`src/adcsa_pkg.sv`:
```
// shared constants and types for the stand-alone converter link
package adcsa_pkg;
  localparam int ADCSA_CLK_MHZ = 40;
  localparam int ADCSA_CLK_NS = 25;
  localparam int ADCSA_RES_W = 12;
  localparam int ADCSA_BUS_W = 16;
  // device timing in ns; the host wait in us
  localparam int ADCSA_STS_RISE_MAX_NS = 600;
  localparam int ADCSA_STS_FALL_MIN_NS = 300;
  localparam int ADCSA_STS_FALL_MAX_NS = 1000;
  localparam int ADCSA_HOLD_MIN_NS = 25;
  localparam int ADCSA_FLOAT_MAX_NS = 150;
  localparam int ADCSA_LOW_PULSE_MIN_NS = 250;
  localparam int ADCSA_HIGH_PULSE_MIN_NS = 300;
  localparam int ADCSA_WAIT_US = 35;
  // cycle counts: least times round up, longest times round down
  localparam int ADCSA_HOLD_CYC = (ADCSA_HOLD_MIN_NS + ADCSA_CLK_NS - 1) / ADCSA_CLK_NS;
  localparam int ADCSA_FLOAT_CYC = ADCSA_FLOAT_MAX_NS / ADCSA_CLK_NS;
  localparam int ADCSA_STS_RISE_CYC = ADCSA_STS_RISE_MAX_NS / ADCSA_CLK_NS;
  localparam int ADCSA_STS_FALL_CYC =
    (ADCSA_STS_FALL_MIN_NS + ADCSA_CLK_NS - 1) / ADCSA_CLK_NS;
  localparam int ADCSA_LOW_PULSE_CYC =
    (ADCSA_LOW_PULSE_MIN_NS + ADCSA_CLK_NS - 1) / ADCSA_CLK_NS;
  localparam int ADCSA_HIGH_PULSE_CYC =
    (ADCSA_HIGH_PULSE_MIN_NS + ADCSA_CLK_NS - 1) / ADCSA_CLK_NS;
  localparam int ADCSA_WAIT_CYC = ADCSA_WAIT_US * ADCSA_CLK_MHZ;
  // default conversion lengths in cycles
  localparam int ADCSA_CONV12_CYC = 1400;
  localparam int ADCSA_CONV8_CYC = 960;
  localparam int ADCSA_CNT_W = 16;
  // host register map
  localparam logic [3:0] ADCSA_REG_CTRL = 4'h0;
  localparam logic [3:0] ADCSA_REG_STAT = 4'h1;
  localparam logic [3:0] ADCSA_REG_DATA = 4'h2;
  localparam logic [3:0] ADCSA_REG_MODE = 4'h3;
  localparam int ADCSA_CTRL_START = 0;
  localparam int ADCSA_CTRL_SHORT = 1;
  localparam int ADCSA_STAT_BUSY = 0;
  localparam int ADCSA_STAT_DONE = 1;
  localparam int ADCSA_STAT_CONV = 2;
  localparam int ADCSA_MODE_WIDE = 0;
  localparam int ADCSA_MODE_POLL = 1;
  localparam logic [3:0] ADCSA_ZERO_NIB = 4'h0;
  typedef enum {HS_IDLE, HS_LOW, HS_WAIT, HS_RD1, HS_RD2, HS_GAP} adcsa_hstate_t;
  typedef enum {DS_IDLE, DS_FLOAT, DS_CONV, DS_DONE} adcsa_dstate_t;
endpackage

```
`src/adcsa_if.sv`:
```
// pin-level link between converter and host
`timescale 1ns/1ps
interface adcsa_if;
  logic chip_enable;
  logic select_n;
  logic wide_bus;
  logic byte_select;
  logic read_convert;
  logic conversion_status;
  logic [11:0] result;
  logic result_oe;
  modport device (input chip_enable, input select_n, input wide_bus, input byte_select,
    input read_convert, output conversion_status, output result, output result_oe);
  modport host (output chip_enable, output select_n, output wide_bus, output byte_select,
    output read_convert, input conversion_status, input result, input result_oe);
endinterface

```
`src/adcsa_dev.sv`:
```
// converter end: stand-alone conversion control and three-state result outputs
// Behaviour
// - host wires enable/width high, select/byte low; here width is a mode bit, byte high for short starts and second bytes
// - outputs driven while line high; fall starts
// - low pulse: float at fall, drive after conversion
// - status rises within 600ns, falls 300-1000ns after data valid
// - high pulse: drive only while line high
// - host holds low 250ns, high 300ns
// - keep old data 25ns, float within 150ns
// - host starts by write, reads after completion
// - status shows conversion in progress to host
// - host may instead wait 35 microseconds
// - wide bus gives all twelve bits
// - narrow bus left-justified bytes, zeros trailing
// - no right-justified byte layout exists
// - sixteen-bit host wires wide, byte low; this host still raises byte for short starts
// - fast hosts stretch pulses with wait states
// - strobe with decode starts; status latches result
// - direction plus decode starts; strobe acknowledges
// - decoded port gates select; strobes drive enable
// - wait states bound supported host speed
// - busy device ignores starts and outputs
// - byte-select chooses twelve or eight bit cycle
// - status high from start to completion
`timescale 1ns/1ps
module adcsa_dev
  import adcsa_pkg::*;
#(
  // default lengths suit the real part; a bench may shrink them
  parameter int CONV12_CYC = ADCSA_CONV12_CYC,
  parameter int CONV8_CYC = ADCSA_CONV8_CYC
) (
  input wire logic CLK,
  input wire logic RSTN,
  adcsa_if.device LNK,
  input wire logic [11:0] SAMPLE
);
  // pins come from the other chip: two flops before any logic reads them
  logic [1:0] rc_s;
  logic [1:0] ce_s;
  logic [1:0] cs_s;
  logic [1:0] ab_s;
  logic [1:0] wb_s;
  logic rc_q;
  logic en_q;
  logic sel_q;
  logic abyte_q;
  logic wide_q;
  // one down-counter serves the hold, the conversion and the status tail
  adcsa_dstate_t st_q;
  logic [ADCSA_CNT_W-1:0] cnt_q;
  // result word as captured, and as laid out for the pins
  logic [11:0] res_q;
  logic sts_q;
  logic sts_d;
  logic oe_q;
  logic [11:0] out_q;
  logic [11:0] out_d;
  logic fall;
  logic active;
  logic show;

  always_ff @(posedge CLK or negedge RSTN) begin
    if (!RSTN) begin
      rc_s <= '0;
      ce_s <= '0;
      cs_s <= 2'b11;
      ab_s <= '0;
      wb_s <= '0;
    end else begin
      rc_s <= {rc_s[0], LNK.read_convert};
      ce_s <= {ce_s[0], LNK.chip_enable};
      cs_s <= {cs_s[0], LNK.select_n};
      ab_s <= {ab_s[0], LNK.byte_select};
      wb_s <= {wb_s[0], LNK.wide_bus};
    end
  end

  // a third stage keeps the last level so the fall detector has a previous value
  always_ff @(posedge CLK or negedge RSTN) begin
    if (!RSTN) begin
      rc_q <= 1'b0;
      en_q <= 1'b0;
      sel_q <= 1'b0;
      abyte_q <= 1'b0;
      wide_q <= 1'b0;
    end else begin
      rc_q <= rc_s[1];
      en_q <= ce_s[1];
      sel_q <= ~cs_s[1];
      abyte_q <= ab_s[1];
      wide_q <= wb_s[1];
    end
  end

  // stand-alone strapping: enable high and select low gate starts and the output enable
  assign active = en_q & sel_q;
  // rc_q resets low, so the idle-high line cannot look like a fall after reset
  assign fall = active & rc_q & ~rc_s[1];
  // data may be shown once the count has expired, during the status tail too
  assign show = (st_q == DS_IDLE) | (st_q == DS_DONE);

  // conversion sequencer; edges seen while busy are dropped
  always_ff @(posedge CLK or negedge RSTN) begin
    if (!RSTN) begin
      st_q <= DS_IDLE;
      cnt_q <= '0;
    end else begin
      case (st_q)
        DS_IDLE: begin
          if (fall) begin
            st_q <= DS_FLOAT;
            // the hold count delays the conversion start; enable has already dropped on this edge
            cnt_q <= ADCSA_CNT_W'(ADCSA_HOLD_CYC);
          end
        end
        DS_FLOAT: begin
          if (cnt_q <= ADCSA_CNT_W'(1)) begin
            st_q <= DS_CONV;
            // byte-select at start picks the cycle length
            cnt_q <= abyte_q ? ADCSA_CNT_W'(CONV8_CYC) : ADCSA_CNT_W'(CONV12_CYC);
          end else begin
            cnt_q <= cnt_q - ADCSA_CNT_W'(1);
          end
        end
        DS_CONV: begin
          if (cnt_q <= ADCSA_CNT_W'(1)) begin
            st_q <= DS_DONE;
            cnt_q <= ADCSA_CNT_W'(ADCSA_STS_FALL_CYC);
          end else begin
            cnt_q <= cnt_q - ADCSA_CNT_W'(1);
          end
        end
        DS_DONE: begin
          // status held past data valid by the minimum gap
          // a fall on the line here is still refused, status is high
          if (cnt_q <= ADCSA_CNT_W'(1)) begin
            st_q <= DS_IDLE;
            cnt_q <= '0;
          end else begin
            cnt_q <= cnt_q - ADCSA_CNT_W'(1);
          end
        end
        default: begin
          st_q <= DS_IDLE;
          cnt_q <= '0;
        end
      endcase
    end
  end

  // result captured only when the count expires
  always_ff @(posedge CLK or negedge RSTN) begin
    if (!RSTN) begin
      res_q <= '0;
    end else if (st_q == DS_CONV && cnt_q <= ADCSA_CNT_W'(1)) begin
      res_q <= abyte_q ? {SAMPLE[11:4], ADCSA_ZERO_NIB} : SAMPLE;
    end
  end

  // status rises one cycle after the edge is seen, well inside 600 ns
  assign sts_d = (st_q != DS_IDLE) | fall;

  always_ff @(posedge CLK or negedge RSTN) begin
    if (!RSTN) begin
      sts_q <= 1'b0;
    end else begin
      sts_q <= sts_d;
    end
  end

  // outputs: old data held a cycle after the fall then floated
  // the fall term drops enable at once instead of waiting for the state change
  always_ff @(posedge CLK or negedge RSTN) begin
    if (!RSTN) begin
      oe_q <= 1'b0;
    end else begin
      oe_q <= active & rc_q & show & ~fall;
    end
  end

  // data layout: wide gives the whole word, narrow left-justified bytes
  always_comb begin
    out_d = out_q;
    if (show) begin
      if (wide_q) begin
        out_d = res_q;
      end else if (abyte_q) begin
        // the low nibble sits in the upper half of the byte lane, zeros below
        out_d = {ADCSA_ZERO_NIB, res_q[3:0], ADCSA_ZERO_NIB};
      end else begin
        out_d = {res_q[11:8], res_q[11:4]};
      end
    end
  end

  always_ff @(posedge CLK or negedge RSTN) begin
    if (!RSTN) begin
      out_q <= '0;
    end else begin
      out_q <= out_d;
    end
  end

  assign LNK.conversion_status = sts_q;
  assign LNK.result = out_q;
  assign LNK.result_oe = oe_q;
endmodule

```
`src/flat_wrapper.sv`:
```
// flat-port wrapper written by rule: the top's interface ports become plain ports
module adcsa_dev_flat import adcsa_pkg::*;
#(
                                                                
  parameter int CONV12_CYC = ADCSA_CONV12_CYC,
  parameter int CONV8_CYC = ADCSA_CONV8_CYC
)
  (CLK, RSTN, SAMPLE, LNK_chip_enable, LNK_select_n, LNK_wide_bus, LNK_byte_select, LNK_read_convert, LNK_conversion_status, LNK_result, LNK_result_oe);
  adcsa_if LNK_i ();
  input wire logic CLK;
  input wire logic RSTN;
  input wire logic [11:0] SAMPLE;
  input wire logic [$bits(LNK_i.chip_enable)-1:0] LNK_chip_enable;
  input wire logic [$bits(LNK_i.select_n)-1:0] LNK_select_n;
  input wire logic [$bits(LNK_i.wide_bus)-1:0] LNK_wide_bus;
  input wire logic [$bits(LNK_i.byte_select)-1:0] LNK_byte_select;
  input wire logic [$bits(LNK_i.read_convert)-1:0] LNK_read_convert;
  output wire logic [$bits(LNK_i.conversion_status)-1:0] LNK_conversion_status;
  output wire logic [$bits(LNK_i.result)-1:0] LNK_result;
  output wire logic [$bits(LNK_i.result_oe)-1:0] LNK_result_oe;
  assign LNK_i.chip_enable = LNK_chip_enable;
  assign LNK_i.select_n = LNK_select_n;
  assign LNK_i.wide_bus = LNK_wide_bus;
  assign LNK_i.byte_select = LNK_byte_select;
  assign LNK_i.read_convert = LNK_read_convert;
  assign LNK_conversion_status = LNK_i.conversion_status;
  assign LNK_result = LNK_i.result;
  assign LNK_result_oe = LNK_i.result_oe;
  adcsa_dev #(.CONV12_CYC(CONV12_CYC), .CONV8_CYC(CONV8_CYC)) u_core (.CLK(CLK), .RSTN(RSTN), .LNK(LNK_i), .SAMPLE(SAMPLE));
endmodule
```
`config.mk`:
```
export PLATFORM = sky130hd
export DESIGN_NAME = adcsa_dev_flat
export DESIGN_NICKNAME = d
export VERILOG_FILES = /design/src/adcsa_pkg.sv /design/src/adcsa_if.sv /design/src/adcsa_dev.sv /design/src/flat_wrapper.sv
export SDC_FILE = /design/constraint.sdc
export NUM_CORES = 1
export LEC_CHECK = 0
export ABC_AREA = 1
export ABC_CLOCK_PERIOD_IN_PS = 2000
export BUFFER_PORTS_ARGS = -buffer_cell sky130_fd_sc_hd__buf_2
export CAP_MARGIN = 20
export CORE_MARGIN = 2
export CORE_UTILIZATION = 35
export CTS_CLUSTER_SIZE = 40
export DETAILED_ROUTE_END_ITERATION = 12
export PLACE_DENSITY = 0.63
export SKIP_LAST_GASP = 1
export SLEW_MARGIN = 10
export SYNTH_ARGS = -nofsm -noshare
export SYNTH_HDL_FRONTEND = slang
export SYNTH_SLANG_ARGS = --single-unit
```
`constraint.sdc`:
```
create_clock -name CLK -period 2 [get_ports CLK]
set_input_delay 0.3 -clock CLK [delete_from_list [all_inputs] [get_ports CLK]]
set_output_delay 0.3 -clock CLK [all_outputs]
set_load 0.02 [all_outputs]
```
After elaboration in Yosys (flattened, before gate mapping)
Index checks and enable logic that the tools add are counted.
W data, S select, Z words.
{"block": "classes", "order_cmp": 1, "n_mux": 14, "n_addsub": 1, "eq_ne": 9, "n_reduce_logical": 5, "n_bitwise": 10}
{"operator": "$mux W32", "count": 4}
{"operator": "$pmux W32 S4", "count": 1}
{"operator": "$eq A32 B2 Y1 const B", "count": 2}
{"operator": "$eq A32 B3 Y1 const B", "count": 2}
{"operator": "$logic_not A32 Y1", "count": 2}
{"operator": "$mux W16", "count": 4}
{"operator": "$pmux W16 S4", "count": 1}
{"operator": "$eq A32 B1 Y1 const B", "count": 1}
{"operator": "$reduce_bool A32 Y1", "count": 1}
{"operator": "$mux W12", "count": 2}
{"operator": "$le A16 B1 Y1 const B", "count": 1}
{"operator": "$sub A16 B1 Y16 const B", "count": 1}
{"operator": "$mux W11", "count": 1}
{"operator": "$ne A2 B1 Y1 const B", "count": 4}
{"operator": "$and A1 B1 Y1", "count": 5}
{"operator": "$mux W4", "count": 1}
{"operator": "$reduce_and A4 Y1", "count": 1}
{"operator": "$not A1 Y1", "count": 3}
{"operator": "$or A1 B1 Y1", "count": 2}
{"operator": "$logic_and A1 B1 Y1", "count": 1}
{"block": "totals", "reg_bits": 89, "input_bits": 19, "output_inout_bits": 14}

Depth between registers and ports, before layout
{"block": "logic_depth", "ltp_word": 5, "depth_mapped": 14}

Least setup slack after synthesis
Ideal clock, no wire load.
{"block": "synth_timing", "kind": "register -> register", "startpoint": "reg u_core.cnt_q[0]", "endpoint": "reg u_core.res_q[2]", "n_path_buf": 2, "arrival_time_ns": 1.445, "period_less_slack_ns": 1.571, "setup_slack_ns": 0.429, "setup_time_ns": 0.126, "path_stages_with_launch": 12, "path_cell_list": "dfrtp_1 > inv_1 > ha_1 > inv_1 > nand2_1 > nand2_1 > nor2_4 > nand2_2 > buf_6 > nor2_8 > buf_12 > o21ai_0"}
{"block": "synth_between", "elab_chain_len": 2}
{"item": "from (decl)", "line": "adcsa_dev.sv:51", "text": "logic [ADCSA_CNT_W-1:0] cnt_q;"}
{"item": "from (signal assigned)", "line": "adcsa_dev.sv:114", "text": "cnt_q <= ADCSA_CNT_W'(ADCSA_HOLD_CYC);"}
{"item": "from (signal assigned)", "line": "adcsa_dev.sv:121", "text": "cnt_q <= abyte_q ? ADCSA_CNT_W'(CONV8_CYC) : ADCSA_CNT_W'(CONV12_CYC);"}
{"item": "from (signal assigned)", "line": "adcsa_dev.sv:123", "text": "cnt_q <= cnt_q - ADCSA_CNT_W'(1);"}
{"item": "$le A16 B1 Y1", "line": "adcsa_dev.sv:156", "text": "end else if (st_q == DS_CONV && cnt_q <= ADCSA_CNT_W'(1)) begin"}
{"item": "$logic_and A1 B1 Y1", "line": "adcsa_dev.sv:156"}
{"item": "to (signal assigned)", "line": "adcsa_dev.sv:157", "text": "res_q <= abyte_q ? {SAMPLE[11:4], ADCSA_ZERO_NIB} : SAMPLE;"}
{"item": "to (decl)", "line": "adcsa_dev.sv:53", "text": "logic [11:0] res_q;"}
Every way passes these cells.
A chain may end at the register's enable or synchronous reset.

Final worst setup path
{"block": "layout_timing", "startpoint": "reg u_core.cnt_q[0]", "endpoint": "reg u_core.res_q[1]"}
Same word-level chain as after synthesis.

==> impl.org <==
** STA
- The final count of hold timing violations is 0.
- Once routing completed, OpenROAD measured the worst setup slack at 201.5 ps.
- Setup Viol. Count Final :: 0
- Worst Max-Slew Pin Slew :: 524.6 ps
- Achievable Freq :: 556.0 MHz
- Tmin final :: 1799 ps
- Clk_skew :: 11.34 ps
- Final worst path period share :: 89.93%
- Max_slew headroom :: 65.03%
- Count of final max-slew check failures :: 0
- Worst hold slack :: 55.64 ps

** Route
- Summing over every cut layer, the via total after detailed routing is 2261.
- Dividing the detail-routed via count by the number of cells gives 4.720.
- First-pass detailed-route iteration total :: 4
- For this run, design rule violations remaining after detail routing come to 0.
- Final WL :: 5891 um
- After detailed routing, the average wire length per cell comes to 12.30 um.
- In this run the remaining antenna-violating nets after routing total 0.
- After the first detailed-routing iteration, the DRC count stood at 110.

** Synthesis
- Cell type contributing the most total cell area after synthesis :: dfrtp_1
- After synthesis, the cell types taking the most area are dfrtp_1 50%, nand2_1 13%, inv_1 4.1%.
- After synthesis the netlist holds a flip-flop and latch count of 59.
- For this run, the number of Yosys warnings is 0.
- The number of nets handed over by synthesis was 355.
- In this run, distinct cell masters in the synthesized netlist total 29.
- Area of the mapped netlist :: 2834 um^2
- In the synthesized netlist, the number of instances is 329.
- Of the synthesized area, sequential elements account for 52.19%.
- Averaged over all synthesized cells, the footprint is 8.614 um^2.
- Of the post-synthesis cell area, the dominant cell type holds 50.33%.

** Clock tree
- Max clock buf depth :: 2
- Post-CTS Setup Inserts :: 0
- At the later pin of the worst-skew pair, clock insertion delay measures 340 ps.
- Clock tree from TritonCTS :: done
- Inserted Clock Buffers :: 9
- Clock tree synthesis found a total of 59 sinks.
- Clk pin slew, worst setup/hold paths :: 70 ps
- The H-tree was split into 3 levels.
- Cell at the root of the clock tree :: clkbuf_8

** Final layout
- In the final layout, flip-flops and latches occupy 1479 um^2.
- Cells with a size suffix above 1 make up 22.02% of the layout.
- Multi-input combinational cell area :: 1189 um^2
- Filler cell count :: 784
- The number of antenna diodes in the final layout is 0.
- Number of nets in the finished design :: 398
- Growth of design area from synthesis to finish :: 18.41%

** Power and ir drop
- For this design the ratio of total power to cell area is 1790 nW/um^2.
- IR analysis of the VDD net gives a maximum drop of 0.7323 mV.
- LEAKAGE :: 0.001720 uW

** Floorplan
- Starting utilization of the core area :: 36.49%
- Die X-Extent :: 93.99 um
- Overall die area :: 8833 um^2
- The total area inside the core boundary comes to 7767 um^2.
- Row Count :: 32
- The floorplan step set the die height to 93.99 um.
- Count of pins on the block boundary :: 33

** Min path
- Min-Delay Path Class :: input pin to flip-flop

** Global route
- GRT overflow :: 0
- The number of global-route vias before repair came to 2219.
- Across every metal layer, demand over resource in global routing totals 15.17%.
- Maximum number of pins on one net before global-route repair :: 39
- The number of antenna violations at the first check in global routing is 0.
- The first global-routing pass estimated 10420 um of wire.

** Setup path
- The worst setup path is launched from a flip-flop.
- In this design, the stage delay of the slowest critical-path cell is 410 ps.
- Data arrival time of the critical path :: 2030 ps
- Critical path, cell by cell :: inv_1 -> ha_2 -> inv_1 -> nand2_1 -> nand2_1 -> nor2_4 -> nand2_4 -> nor2_8 -> inv_2 -> nand2_1 -> nand2_1
- Critical path data required time :: 2230 ps
- The worst setup path is captured at a flip-flop.
- Worst Path Class, Setup :: flip-flop to flip-flop
- The most numerous cell type found on the critical path is nand2_1.
- Among all stages on the critical path, the largest delay is contributed by dfrtp_1.
- Along the worst path, the maximum fanout reaches 12.

** Placed design
- Estimated wirelength of the detail-placed design :: 4383 um
- Dpl ws :: 63.40 ps
- At the end of routability-driven placement, the weighted congestion stood at 0.8485.
- Port Buf Inserts :: 32

** Job
- The tool flagged a number of max-cap violations equal to 0.

** Outcome
- Outcome :: finished clean
[cell families (layout without fill, tap and decap cells)]
logic type	count (synthesis)	count (layout)	synth area share, %
buffers and inverters	40	88	6.225
AOI/OAI and AO/OA	42	42	8.433
xor gates and xnor gates	7	7	2.163
and+or+nand+nor	174	174	27.90
DFF	59	59	52.19
adders and majority gates	7	7	3.090
[sequential cells by signal, indices dropped and copies added (netlist names)]
signal,cells
u_core.res_q,12
u_core.wide_q,1
u_core.st_q,2
u_core.LNK.conversion_status,1
u_core.wb_s,2
u_core.rc_s,2
u_core.cs_s,2
u_core.cnt_q,16
u_core.en_q,1
u_core.LNK.result_oe,1
u_core.rc_q,1
u_core.abyte_q,1
u_core.ab_s,2
u_core.LNK.result,12
u_core.ce_s,2
u_core.sel_q,1
[area by class of cell]
| cell class | count | area share, % |
|---|---|---|
| clock buffer | 11 | 4.512 |
| inverter | 34 | 3.803 |
| timing repair buffer | 38 | 6.562 |
| sequential | 59 | 44.07 |
| multi-input combinational | 230 | 35.42 |
| clock inverter | 5 | 1.827 |
| tap | 102 | 3.803 |
[where the power goes]
group | total [uW] | internal [uW] | switching [uW]
combinational | 2910 | 1020 | 1890
sequential | 1960 | 1630 | 333
clock | 1140 | 644 | 491
total | 6010 | 3300 | 2710
[routing by layer]
| layer | GRT usage, % | up-vias | routed length, um |
|---|---|---|---|
| met3 | 2.970 | 8 | 205 |
| met1 | 19.57 | 1069 | 2758 |
| met5 | 0 | - | 0 |
| met4 | 7.126 | 0 | 100 |
| li1 | - | 1138 | - |
| met2 | 24.52 | 46 | 2827 |
[worst max-delay path, delay by kind of cell, from the launching register on]
kind,cells,cell delay [ps]
flops,1,410
fa+ha+maj,1,230
buf+inv,3,300
simple gates,7,740
[cell usage after synthesis (all sizes together)]
cell type and instances:
nand4 3, nand3b 1, o22ai 2, nand3 20, nand2 113, xor2 5, a21oi 6, clkinv 1
nor3 2, ha 7, dfrtp 57, o311ai 1, o21ai 24, a22oi 7, nor2 35, buf 4
xnor2 2, o211ai 2, clkbuf 2, inv 33, dfstp 2
[path summary, 6_finish.rpt]
kind / cells after the start / end / startpoint / slack, ps
worst max-delay path: 11 / u_core.res_q[1]$_DFFE_PN0P_ / u_core.cnt_q[0]$_DFFE_PN0N_ / 200
worst min register to register: 0 / u_core.wb_s[1]$_DFF_PN0_ / u_core.wb_s[0]$_DFF_PN0_ / 350
worst max register to register: 11 / u_core.res_q[1]$_DFFE_PN0P_ / u_core.cnt_q[0]$_DFFE_PN0N_ / 200
min in group asynchronous: 2 / u_core.sel_q$_DFF_PN0_ / RSTN / 490
worst min-delay path: 1 / u_core.cs_s[0]$_DFF_PN1_ / LNK_select_n / 60
max in group asynchronous: 3 / u_core.LNK.conversion_status$_DFF_PN0_ / RSTN / 910
[stage by stage]
step / total power [uW] / instances / area, um^2 / util, % / setup TNS, ps
6_report: 6008 / 479 / 3356 / 43.20 / 0
5_1_grt: 6553 / 479 / 3356 / 43.20 / -8.209
4_1_cts: 6019 / 479 / 3346 / 43.07 / 0
3_5_place_dp: 4863 / 462 / 3123 / 40.21 / 0
3_3_place_gp: 4814 / 462 / 3123 / 40.21 / 0
2_1_floorplan: 4119 / 329 / 2834 / - / 0
[timing repair]
item                                    CTS  global route
hold buffers                              1             0
endpoints found under the hold margin    19             0
resized for setup                         0             4
endpoints found under the setup margin    0            17
[layout by cell type, fill, tap and decap left out, drive strengths merged, types with 2 or more instances in the layout]
| cell | n |
|---|---|
| clkinvlp | 3 |
| buf | 37 |
| xnor2 | 2 |
| a21oi | 6 |
| nand4 | 3 |
| a22oi | 7 |
| nand3 | 20 |
| clkbuf | 11 |
| nor2 | 35 |
| clkinv | 2 |
| nand2 | 113 |
| dfrtp | 57 |
| o22ai | 2 |
| o211ai | 2 |
| inv | 33 |
| ha | 7 |
| xor2 | 5 |
| o21ai | 24 |
| dfstp | 2 |
| nor3 | 2 |
No activity file was read; power rests on OpenSTA's default activity.
